**src/core/fmo_pkg.sv**
```systemverilog
// Package of constants shared by both ends of the offset setup link.
package fmo_pkg;
  localparam int OFS_W = 11;
  localparam int SER_BITS = 44;
  localparam logic [10:0] PRE_64 = 11'h040;
  localparam logic [10:0] PRE_16 = 11'h010;
  localparam logic [10:0] PRE_8 = 11'h008;
  localparam logic [10:0] PRE_256 = 11'h100;
  localparam logic [10:0] PRE_1024 = 11'h400;
  localparam logic [10:0] OFS_MIN = 11'h001;
  localparam logic [10:0] OFS_MAX = 11'h7fc;
  // Host register byte addresses.
  localparam logic [7:0] ADDR_CTRL = 8'h00;
  localparam logic [7:0] ADDR_DATA = 8'h04;
  localparam logic [7:0] ADDR_STAT = 8'h08;
  // Control fields.
  localparam int CTRL_GO = 0;
  localparam int CTRL_SERIAL = 1;
  localparam int CTRL_IP = 2;
  localparam int CTRL_FS_LO = 4;
  localparam int CTRL_ET = 7;
  localparam int CTRL_BOTH = 8;
  localparam logic [7:0] RST_CYCLES = 8'h04;
  typedef enum logic [1:0] {FMO_PRE, FMO_PAR, FMO_SER} fmo_prog_e;
endpackage

```
**src/core/fmo_link_if.sv**
```systemverilog
// Interface joining the offset setup device end and its host end.
`timescale 1ns/1ps
interface fmo_link_if;
  logic fifo1_master_reset_n;
  logic fifo2_master_reset_n;
  logic endian_timing_select;
  logic flag_select0_serial_data;
  logic flag_select1_serial_enable;
  logic flag_select2;
  logic [35:0] port_a_data;
  logic port_a_write;
  logic port_a_full_flag;
  logic port_c_full_flag;
  modport device (input fifo1_master_reset_n, fifo2_master_reset_n, endian_timing_select,
    flag_select0_serial_data, flag_select1_serial_enable, flag_select2, port_a_data,
    port_a_write, output port_a_full_flag, port_c_full_flag);
  modport host (output fifo1_master_reset_n, fifo2_master_reset_n, endian_timing_select,
    flag_select0_serial_data, flag_select1_serial_enable, flag_select2, port_a_data,
    port_a_write, input port_a_full_flag, port_c_full_flag);
endinterface

```
**src/core/fmo_device.sv**
```systemverilog
// Device end: timing mode capture and almost flag offset loading.
`timescale 1ns/1ps
module fmo_device
  import fmo_pkg::*;
(
  input wire logic pclk, // Port A and port C clock.
  input wire logic presetn, // Power-on reset, active low.
  fmo_link_if.device lnk, // Pins from the host.
  output logic fifo1_fall_through, // FIFO1 in fall-through mode.
  output logic fifo2_fall_through, // FIFO2 in fall-through mode.
  output logic [10:0] portb_almost_empty_offset, // FIFO1 almost-empty offset.
  output logic [10:0] porta_almost_full_offset, // FIFO1 almost-full offset.
  output logic [10:0] porta_almost_empty_offset, // FIFO2 almost-empty offset.
  output logic [10:0] portc_almost_full_offset, // FIFO2 almost-full offset.
  output logic config_done // Offsets loaded, FIFOs usable.
);
  // ****************************************
  // Pin synchronisers
  // ****************************************
  logic [2:0] m1_s, m2_s;
  logic m1_reg, m2_reg, m1_prev_reg, m2_prev_reg;
  always_ff @(posedge pclk or negedge presetn) begin
    if (!presetn) begin
      m1_s <= 3'h0;
      m2_s <= 3'h0;
    end else begin
      m1_s <= {m1_s[1:0], lnk.fifo1_master_reset_n};
      m2_s <= {m2_s[1:0], lnk.fifo2_master_reset_n};
    end
  end
  always_ff @(posedge pclk or negedge presetn) begin
    if (!presetn) begin
      m1_reg <= 1'b0;
      m2_reg <= 1'b0;
      m1_prev_reg <= 1'b0;
      m2_prev_reg <= 1'b0;
    end else begin
      if (m1_s[1] == m1_s[2]) m1_reg <= m1_s[2];
      if (m2_s[1] == m2_s[2]) m2_reg <= m2_s[2];
      m1_prev_reg <= m1_reg;
      m2_prev_reg <= m2_reg;
    end
  end
  wire rise1 = m1_reg && !m1_prev_reg;
  wire rise2 = m2_reg && !m2_prev_reg;
  wire both_rise = rise1 && rise2;
  wire [2:0] fs = {lnk.flag_select2, lnk.flag_select1_serial_enable,
                   lnk.flag_select0_serial_data};

  function automatic logic [10:0] preset_of(input logic [2:0] code);
    unique case (code)
      3'h7: preset_of = PRE_64;
      3'h6: preset_of = PRE_16;
      3'h5: preset_of = PRE_8;
      3'h3: preset_of = PRE_256;
      3'h1: preset_of = PRE_1024;
      default: preset_of = 11'h000;
    endcase
  endfunction

  // ****************************************
  // Mode capture
  // ****************************************
  fmo_prog_e prog_reg;
  logic ip_reg, arm1_reg, arm2_reg;
  always_ff @(posedge pclk or negedge presetn) begin
    if (!presetn) begin
      prog_reg <= FMO_PRE;
      ip_reg <= 1'b0;
    end else if (both_rise) begin
      if (fs == 3'h2) begin
        prog_reg <= FMO_SER;
        ip_reg <= 1'b0;
      end else if (fs[1:0] == 2'h0) begin
        prog_reg <= FMO_PAR;
        ip_reg <= !fs[2];
      end else begin
        prog_reg <= FMO_PRE;
        ip_reg <= 1'b0;
      end
    end else if (rise1) begin
      prog_reg <= FMO_PRE;
      ip_reg <= 1'b0;
    end
  end
  // Timing select is sampled on the second edge after the synchronised reset rises.
  always_ff @(posedge pclk or negedge presetn) begin
    if (!presetn) begin
      arm1_reg <= 1'b0;
      arm2_reg <= 1'b0;
      fifo1_fall_through <= 1'b0;
      fifo2_fall_through <= 1'b0;
    end else begin
      arm1_reg <= rise1;
      arm2_reg <= rise2;
      if (arm1_reg) fifo1_fall_through <= !lnk.endian_timing_select;
      if (arm2_reg) fifo2_fall_through <= !lnk.endian_timing_select;
    end
  end

  // ****************************************
  // Offset loading
  // ****************************************
  logic [1:0] wcnt_reg;
  logic [5:0] scnt_reg;
  logic loading_reg;
  wire [10:0] par_val = ip_reg ? {lnk.port_a_data[11:9], lnk.port_a_data[7:0]}
                               : lnk.port_a_data[10:0];
  wire ser_shift = loading_reg && prog_reg == FMO_SER && !lnk.flag_select1_serial_enable;
  wire par_wr = loading_reg && prog_reg == FMO_PAR && lnk.port_a_write;
  wire [43:0] chain = {porta_almost_full_offset, portb_almost_empty_offset,
                       portc_almost_full_offset, porta_almost_empty_offset};
  wire [43:0] chain_next = {chain[42:0], lnk.flag_select0_serial_data};
  always_ff @(posedge pclk or negedge presetn) begin
    if (!presetn) begin
      portb_almost_empty_offset <= 11'h000;
      porta_almost_full_offset <= 11'h000;
      porta_almost_empty_offset <= 11'h000;
      portc_almost_full_offset <= 11'h000;
    end else if (rise1 || rise2) begin
      if (rise1) begin
        portb_almost_empty_offset <= preset_of(fs);
        porta_almost_full_offset <= preset_of(fs);
      end
      // A FIFO1 reset on its own leaves the FIFO2 offsets untouched.
      if (rise2) begin
        porta_almost_empty_offset <= both_rise ? preset_of(fs) : 11'h000;
        portc_almost_full_offset <= both_rise ? preset_of(fs) : 11'h000;
      end
    end else if (ser_shift) begin
      {porta_almost_full_offset, portb_almost_empty_offset,
       portc_almost_full_offset, porta_almost_empty_offset} <= chain_next;
    end else if (par_wr) begin
      unique case (wcnt_reg)
        2'h0: porta_almost_full_offset <= par_val;
        2'h1: portb_almost_empty_offset <= par_val;
        2'h2: portc_almost_full_offset <= par_val;
        2'h3: porta_almost_empty_offset <= par_val;
      endcase
    end
  end
  always_ff @(posedge pclk or negedge presetn) begin
    if (!presetn) begin
      loading_reg <= 1'b0;
      wcnt_reg <= 2'h0;
      scnt_reg <= 6'h00;
    end else if (both_rise) begin
      loading_reg <= (fs == 3'h2) || (fs[1:0] == 2'h0);
      wcnt_reg <= 2'h0;
      scnt_reg <= 6'h00;
    end else if (!m1_reg || !m2_reg) begin
      loading_reg <= 1'b0;
    end else if (ser_shift) begin
      scnt_reg <= scnt_reg + 6'h01;
      if (scnt_reg == 6'(SER_BITS - 1)) loading_reg <= 1'b0;
    end else if (par_wr) begin
      wcnt_reg <= wcnt_reg + 2'h1;
      if (wcnt_reg == 2'h3) loading_reg <= 1'b0;
    end
  end

  // ****************************************
  // Ready flags
  // ****************************************
  // Flags follow reset plus two cycles; port C stays low during any offset load, port A only during a serial load.
  logic [1:0] rdy1_reg, rdy2_reg;
  always_ff @(posedge pclk or negedge presetn) begin
    if (!presetn) begin
      rdy1_reg <= 2'h0;
      rdy2_reg <= 2'h0;
      lnk.port_a_full_flag <= 1'b0;
      lnk.port_c_full_flag <= 1'b0;
      config_done <= 1'b0;
    end else begin
      rdy1_reg <= (m1_reg && !rise1) ? {rdy1_reg[0], 1'b1} : 2'h0;
      rdy2_reg <= (m2_reg && !rise2) ? {rdy2_reg[0], 1'b1} : 2'h0;
      lnk.port_a_full_flag <= rdy1_reg[1] && !both_rise
        && !(loading_reg && prog_reg == FMO_SER);
      lnk.port_c_full_flag <= rdy2_reg[1] && !loading_reg && !both_rise;
      config_done <= rdy1_reg[1] && rdy2_reg[1] && !loading_reg && !both_rise;
    end
  end
  // Port A stays open during a parallel load, because the offset words arrive as FIFO1 writes.
  // Mode outputs tell the downstream FIFO which flag meaning to use.
endmodule // fmo_device

```
**src/flat_wrapper.sv**
```systemverilog
// flat-port wrapper written by rule: the top's interface ports become plain ports
module fmo_device_flat import fmo_pkg::*;
  (pclk, presetn, fifo1_fall_through, fifo2_fall_through, portb_almost_empty_offset, porta_almost_full_offset, porta_almost_empty_offset, portc_almost_full_offset, config_done, lnk_fifo1_master_reset_n, lnk_fifo2_master_reset_n, lnk_endian_timing_select, lnk_flag_select0_serial_data, lnk_flag_select1_serial_enable, lnk_flag_select2, lnk_port_a_data, lnk_port_a_write, lnk_port_a_full_flag, lnk_port_c_full_flag);
  fmo_link_if lnk_i ();
  input wire logic pclk;
  input wire logic presetn;
  output logic fifo1_fall_through;
  output logic fifo2_fall_through;
  output logic [10:0] portb_almost_empty_offset;
  output logic [10:0] porta_almost_full_offset;
  output logic [10:0] porta_almost_empty_offset;
  output logic [10:0] portc_almost_full_offset;
  output logic config_done;
  input wire logic [$bits(lnk_i.fifo1_master_reset_n)-1:0] lnk_fifo1_master_reset_n;
  input wire logic [$bits(lnk_i.fifo2_master_reset_n)-1:0] lnk_fifo2_master_reset_n;
  input wire logic [$bits(lnk_i.endian_timing_select)-1:0] lnk_endian_timing_select;
  input wire logic [$bits(lnk_i.flag_select0_serial_data)-1:0] lnk_flag_select0_serial_data;
  input wire logic [$bits(lnk_i.flag_select1_serial_enable)-1:0] lnk_flag_select1_serial_enable;
  input wire logic [$bits(lnk_i.flag_select2)-1:0] lnk_flag_select2;
  input wire logic [$bits(lnk_i.port_a_data)-1:0] lnk_port_a_data;
  input wire logic [$bits(lnk_i.port_a_write)-1:0] lnk_port_a_write;
  output wire logic [$bits(lnk_i.port_a_full_flag)-1:0] lnk_port_a_full_flag;
  output wire logic [$bits(lnk_i.port_c_full_flag)-1:0] lnk_port_c_full_flag;
  assign lnk_i.fifo1_master_reset_n = lnk_fifo1_master_reset_n;
  assign lnk_i.fifo2_master_reset_n = lnk_fifo2_master_reset_n;
  assign lnk_i.endian_timing_select = lnk_endian_timing_select;
  assign lnk_i.flag_select0_serial_data = lnk_flag_select0_serial_data;
  assign lnk_i.flag_select1_serial_enable = lnk_flag_select1_serial_enable;
  assign lnk_i.flag_select2 = lnk_flag_select2;
  assign lnk_i.port_a_data = lnk_port_a_data;
  assign lnk_i.port_a_write = lnk_port_a_write;
  assign lnk_port_a_full_flag = lnk_i.port_a_full_flag;
  assign lnk_port_c_full_flag = lnk_i.port_c_full_flag;
  fmo_device u_core (.pclk(pclk), .presetn(presetn), .lnk(lnk_i), .fifo1_fall_through(fifo1_fall_through), .fifo2_fall_through(fifo2_fall_through), .portb_almost_empty_offset(portb_almost_empty_offset), .porta_almost_full_offset(porta_almost_full_offset), .porta_almost_empty_offset(porta_almost_empty_offset), .portc_almost_full_offset(portc_almost_full_offset), .config_done(config_done));
endmodule
```
**config.mk**
```make
export PLATFORM = sky130hd
export DESIGN_NAME = fmo_device_flat
export DESIGN_NICKNAME = d
export VERILOG_FILES = /design/src/core/fmo_pkg.sv /design/src/core/fmo_link_if.sv /design/src/core/fmo_device.sv /design/src/flat_wrapper.sv
export SDC_FILE = /design/constraint.sdc
export NUM_CORES = 1
export LEC_CHECK = 0
export ABC_AREA = 1
export BUFFER_PORTS_ARGS = -buffer_cell sky130_fd_sc_hd__buf_2
export CAP_MARGIN = 5
export CORE_MARGIN = 2
export CORE_UTILIZATION = 48
export DETAILED_ROUTE_END_ITERATION = 10
export GPL_ROUTABILITY_DRIVEN = 0
export GPL_TIMING_DRIVEN = 1
export PLACE_DENSITY = 0.77
export SKIP_CTS_REPAIR_TIMING = 1
export SYNTH_ARGS = -nofsm -noshare
export SYNTH_HDL_FRONTEND = slang
export SYNTH_SLANG_ARGS = --single-unit
```
**constraint.sdc**
```tcl
create_clock -name pclk -period 1.3 [get_ports pclk]
set_input_delay 0.26 -clock pclk [delete_from_list [all_inputs] [get_ports pclk]]
set_output_delay 0.26 -clock pclk [all_outputs]
set_load 0.02 [all_outputs]
```
==> results.md <==
- 290 — initial DRC count
- 0.08 ns — clock edge transition at the registers on the reported setup and hold paths
- in -> reg — path category of the worst min-delay check
- sky130_fd_sc_hd__dfrtp_1 — leading area contributor after synthesis
- 11.4 mm — wirelength, routed
- simple AND/OR/NAND/NOR gates — main combinational cell family by area after synthesis
- -0.25 ns — worst reg-to-reg setup slack
- -9.12 ns — TNS Setup
- 0.0214 — post-synthesis share of cell area spent on full adders, half adders and majority gates
- 0 — final number of hold-violating endpoints
- 7770 um2 — Core Footprint
- 0.0805 ns — Post-Route Hold Slack
- 9 — Worst Reg-to-Reg Cells
- 7.30 mm — half-perimeter wire length after placement
- 0 — max-cap check violation count
- 37.8% — layout-stage area growth over the synthesis result
- 0.253 — combined global-route utilization of all metal layers
- u_core.portb_almost_empty_offset[1]$_DFFE_PN0P_ — Critical Path End
- 0.499 — sequential area share after synthesis
- 69 — count of buffers inserted at the top-level ports
- -0.248 ns — PnR worst setup slack
- flop — startpoint class of the critical path
- 0.685 — Final Util
- 1.60 ns — CP Data Required Time
- setup timing — violations in the final reports
- 2 — number of instances on the worst hold path
- 77 — number of flip-flops and latches in the synthesized netlist
- 0.371 — basic-gate share of the synthesized area counting and, or, nand and nor cells
- 78 — pin count of the biggest net entering global routing
- 2 — buffers from clock root to sink, at most
- 3999 — vias after detailed routing
- 0 — count of nets left with antenna violations after detail routing
- 17.1 mm — first-pass GRT wire length
- 0.409 ns — transition time of the tightest slew-check pin
- 646 MHz — maximum clock rate
- complete, but fails checks — status
- sky130_fd_sc_hd__dfrtp_1 50%, sky130_fd_sc_hd__nand2_1 27%, sky130_fd_sc_hd__nand3_1 4.8%, sky130_fd_sc_hd__a21oi_1 3.4%, sky130_fd_sc_hd__inv_1 2.3% — dominant cells by area after synthesis
- 77 — Clock Sink Count
- 525 — synthesized instance count
- u_core.portb_almost_empty_offset[1]$_DFFE_PN0P_ — R2R Path End
- 0 — antenna violations before repair
- 0.36 ns — clock latency at the later pin of the worst-skew pair
- 15.3 um — wire length per cell after detailed routing
- 5 — number of detailed-routing iterations run before antenna repair
- 3860 um2 — Cell Area, Synth
- 1.84 ns — arrival time of the worst setup path
- built — CTS tree
- 0 — max-slew violations
- 0 — antenna diode instance count
- 0 — Residual DRC
- sky130_fd_sc_hd__nand2_1 — Worst path most repeated cell
- 8780 um2 — total die area
- 575 — Synthesized Nets
- 1.19 — portion of the clock cycle consumed by the worst path in the final layout
- 9.84 mW — final total power
- 0.0110 ns — Worst Skew
- 688 — number of nets at the end of the flow
- flop — capturing element type of the critical path
- 1.55 ns — fin crit period
- 0.308 — share of cells above drive strength 1
- sky130_fd_sc_hd__dfrtp_1 — slowest stage cell on the critical path
- 51 — number of failing setup endpoints in the final timing report
- 0.0470 — post-synthesis compound-gate area fraction
- 0.497 — starting density of the core
- 3 — CTS H-tree depth
- 0.39 ns — Crit path largest cell delay
- 2.93 nW — Pleak
- 0.00680 — xor and xnor area share after synthesis
- 0.727 — remaining max-slew budget at the tightest pin
- 23 — Synth cell types
- 0 — grt total ovfl
- 8 — CP Max Fanout
- 94 — Top-Level Pins
- 93.7 um — chip height
- 3649 — via count of the first global-routing pass
- sky130_fd_sc_hd__clkbuf_8 — master cell of the clock root buffer
- 0 — mux contribution to synthesized area
- 1160 uV — worst ir drop on vdd
- reg -> reg — Setup Crit Path Kind
- 9 — Num CTS Buffers
- u_core.prog_reg[1]$_DFFE_PN0P_ — launch point of the worst reg-to-reg path
- 0 — count of yosys warnings during synthesis
- 1850 nW/um2 — power density relative to cell area
- 7.35 um2 — mean post-synth cell area
- nand2_2 -> buf_6 -> nor3_4 -> buf_6 -> clkbuf_16 -> nand2_1 -> a21oi_1 -> nand2_1 -> nand2_1 — Critical Path, Cell by Cell
- 32 — number of placement rows
- yes — RSZ-0062 raised after global routing
- 5.37 — Via density
- u_core.prog_reg[1]$_DFFE_PN0P_ — Crit. Startpoint
- 93.7 um — Die X
- 0.499 — area share of the leading cell type in the synthesized netlist
## metal layers
metal	global-route usage	vias to the layer above	wire length, um	share of wire
met5	0	-	0	0
met2	0.377	234	5150	0.45
met4	0.138	0	401	0.035
met1	0.352	1855	4740	0.42
met3	0.0441	42	1080	0.095
li1	-	1868	-	-
## kinds of logic after synthesis
logic type,Yosys count
AO/OA/AOI/OAI,36
XOR/XNOR,3
adder cells (fa/ha/maj),7
buffers and inverters,48
flip-flops,77
AND/OR/NAND/NOR,354
## through the flow
stage          std cells  cell area, um2  setup WS (ns)
2_1_floorplan        525            3900        0.00605
3_3_place_gp         715            4660        -0.0996
3_5_place_dp         715            4660         -0.153
4_1_cts              731            4920         -0.175
5_1_grt              745            5320         -0.292
6_report             745            5320         -0.248
## cell usage after synthesis (all sizes together)
cell and number:
xor2 3, nor2 26, maj3 2, nand3 37, o22ai 1, nor4 1
nor3 6, ha 5, dfrtp 77, o21ai 9, clkbuf 5, inv 27
a21oi 26, buf 16, nand2 284
## placed cells by master, fill, tap and decap left out, types with 5 or more instances in the layout
| cell | netlist | layout |
|---|---|---|
| sky130_fd_sc_hd__buf_2 | 12 | 68 |
| sky130_fd_sc_hd__nand2_1 | 281 | 257 |
| sky130_fd_sc_hd__ha_1 | 5 | 5 |
| sky130_fd_sc_hd__nand2_4 | 1 | 11 |
| sky130_fd_sc_hd__clkbuf_8 | 0 | 11 |
| sky130_fd_sc_hd__buf_12 | 0 | 8 |
| sky130_fd_sc_hd__inv_1 | 24 | 22 |
| sky130_fd_sc_hd__nor3_1 | 5 | 5 |
| sky130_fd_sc_hd__dfrtp_1 | 77 | 76 |
| sky130_fd_sc_hd__nand2_2 | 2 | 15 |
| sky130_fd_sc_hd__nand3_1 | 37 | 35 |
| sky130_fd_sc_hd__nor2_1 | 20 | 15 |
| sky130_fd_sc_hd__o21ai_0 | 8 | 5 |
| sky130_fd_sc_hd__buf_4 | 4 | 32 |
| sky130_fd_sc_hd__buf_6 | 0 | 9 |
| sky130_fd_sc_hd__nor2_4 | 2 | 10 |
| sky130_fd_sc_hd__a21oi_1 | 26 | 12 |
| sky130_fd_sc_hd__a21oi_2 | 0 | 14 |
## area by class of cell
cell class                      instances  area, um2
Timing Repair Buffer                  123        937
Tap cell                              102        128
Fill cell                             613       2450
Clock buffer                           11        151
Clock inverter                          5        106
Sequential cell                        77       1930
Inverter                               27        104
Multi-Input combinational cell        400       1970
## worst min path at each step
stage	from	to	slack (ns)
after floorplan	presetn	u_core.arm1_reg$_DFF_PN0_	-0.04
after global placement	presetn	u_core.m2_prev_reg$_DFF_PN0_	0.31
after detailed placement	presetn	u_core.m2_s[1]$_DFF_PN0_	0.32
after CTS	presetn	u_core.porta_almost_empty_offset[4]$_DFFE_PN0P_	-0.08
after global routing	lnk_endian_timing_select	u_core.fifo1_fall_through$_DFFE_PN0P_	0.07
final	lnk_endian_timing_select	u_core.fifo2_fall_through$_DFFE_PN0P_	0.08
## power by group
| part | switching (mW) | total, mW | internal [mW] |
|---|---|---|---|
| combinational | 2.34 | 3.65 | 1.31 |
| clock | 0.906 | 2.29 | 1.38 |
| sequential | 0.722 | 3.90 | 3.18 |
| total | 3.97 | 9.84 | 5.87 |
## worst max-delay path, delay by kind of cell (launching register included)
| family | cells | cell delay [ns] |
|---|---|---|
| flops | 1 | 0.39 |
| simple gates | 5 | 0.49 |
| compound gates | 1 | 0.14 |
| buf+inv | 3 | 0.46 |
No activity file was read; power rests on OpenSTA's default activity.
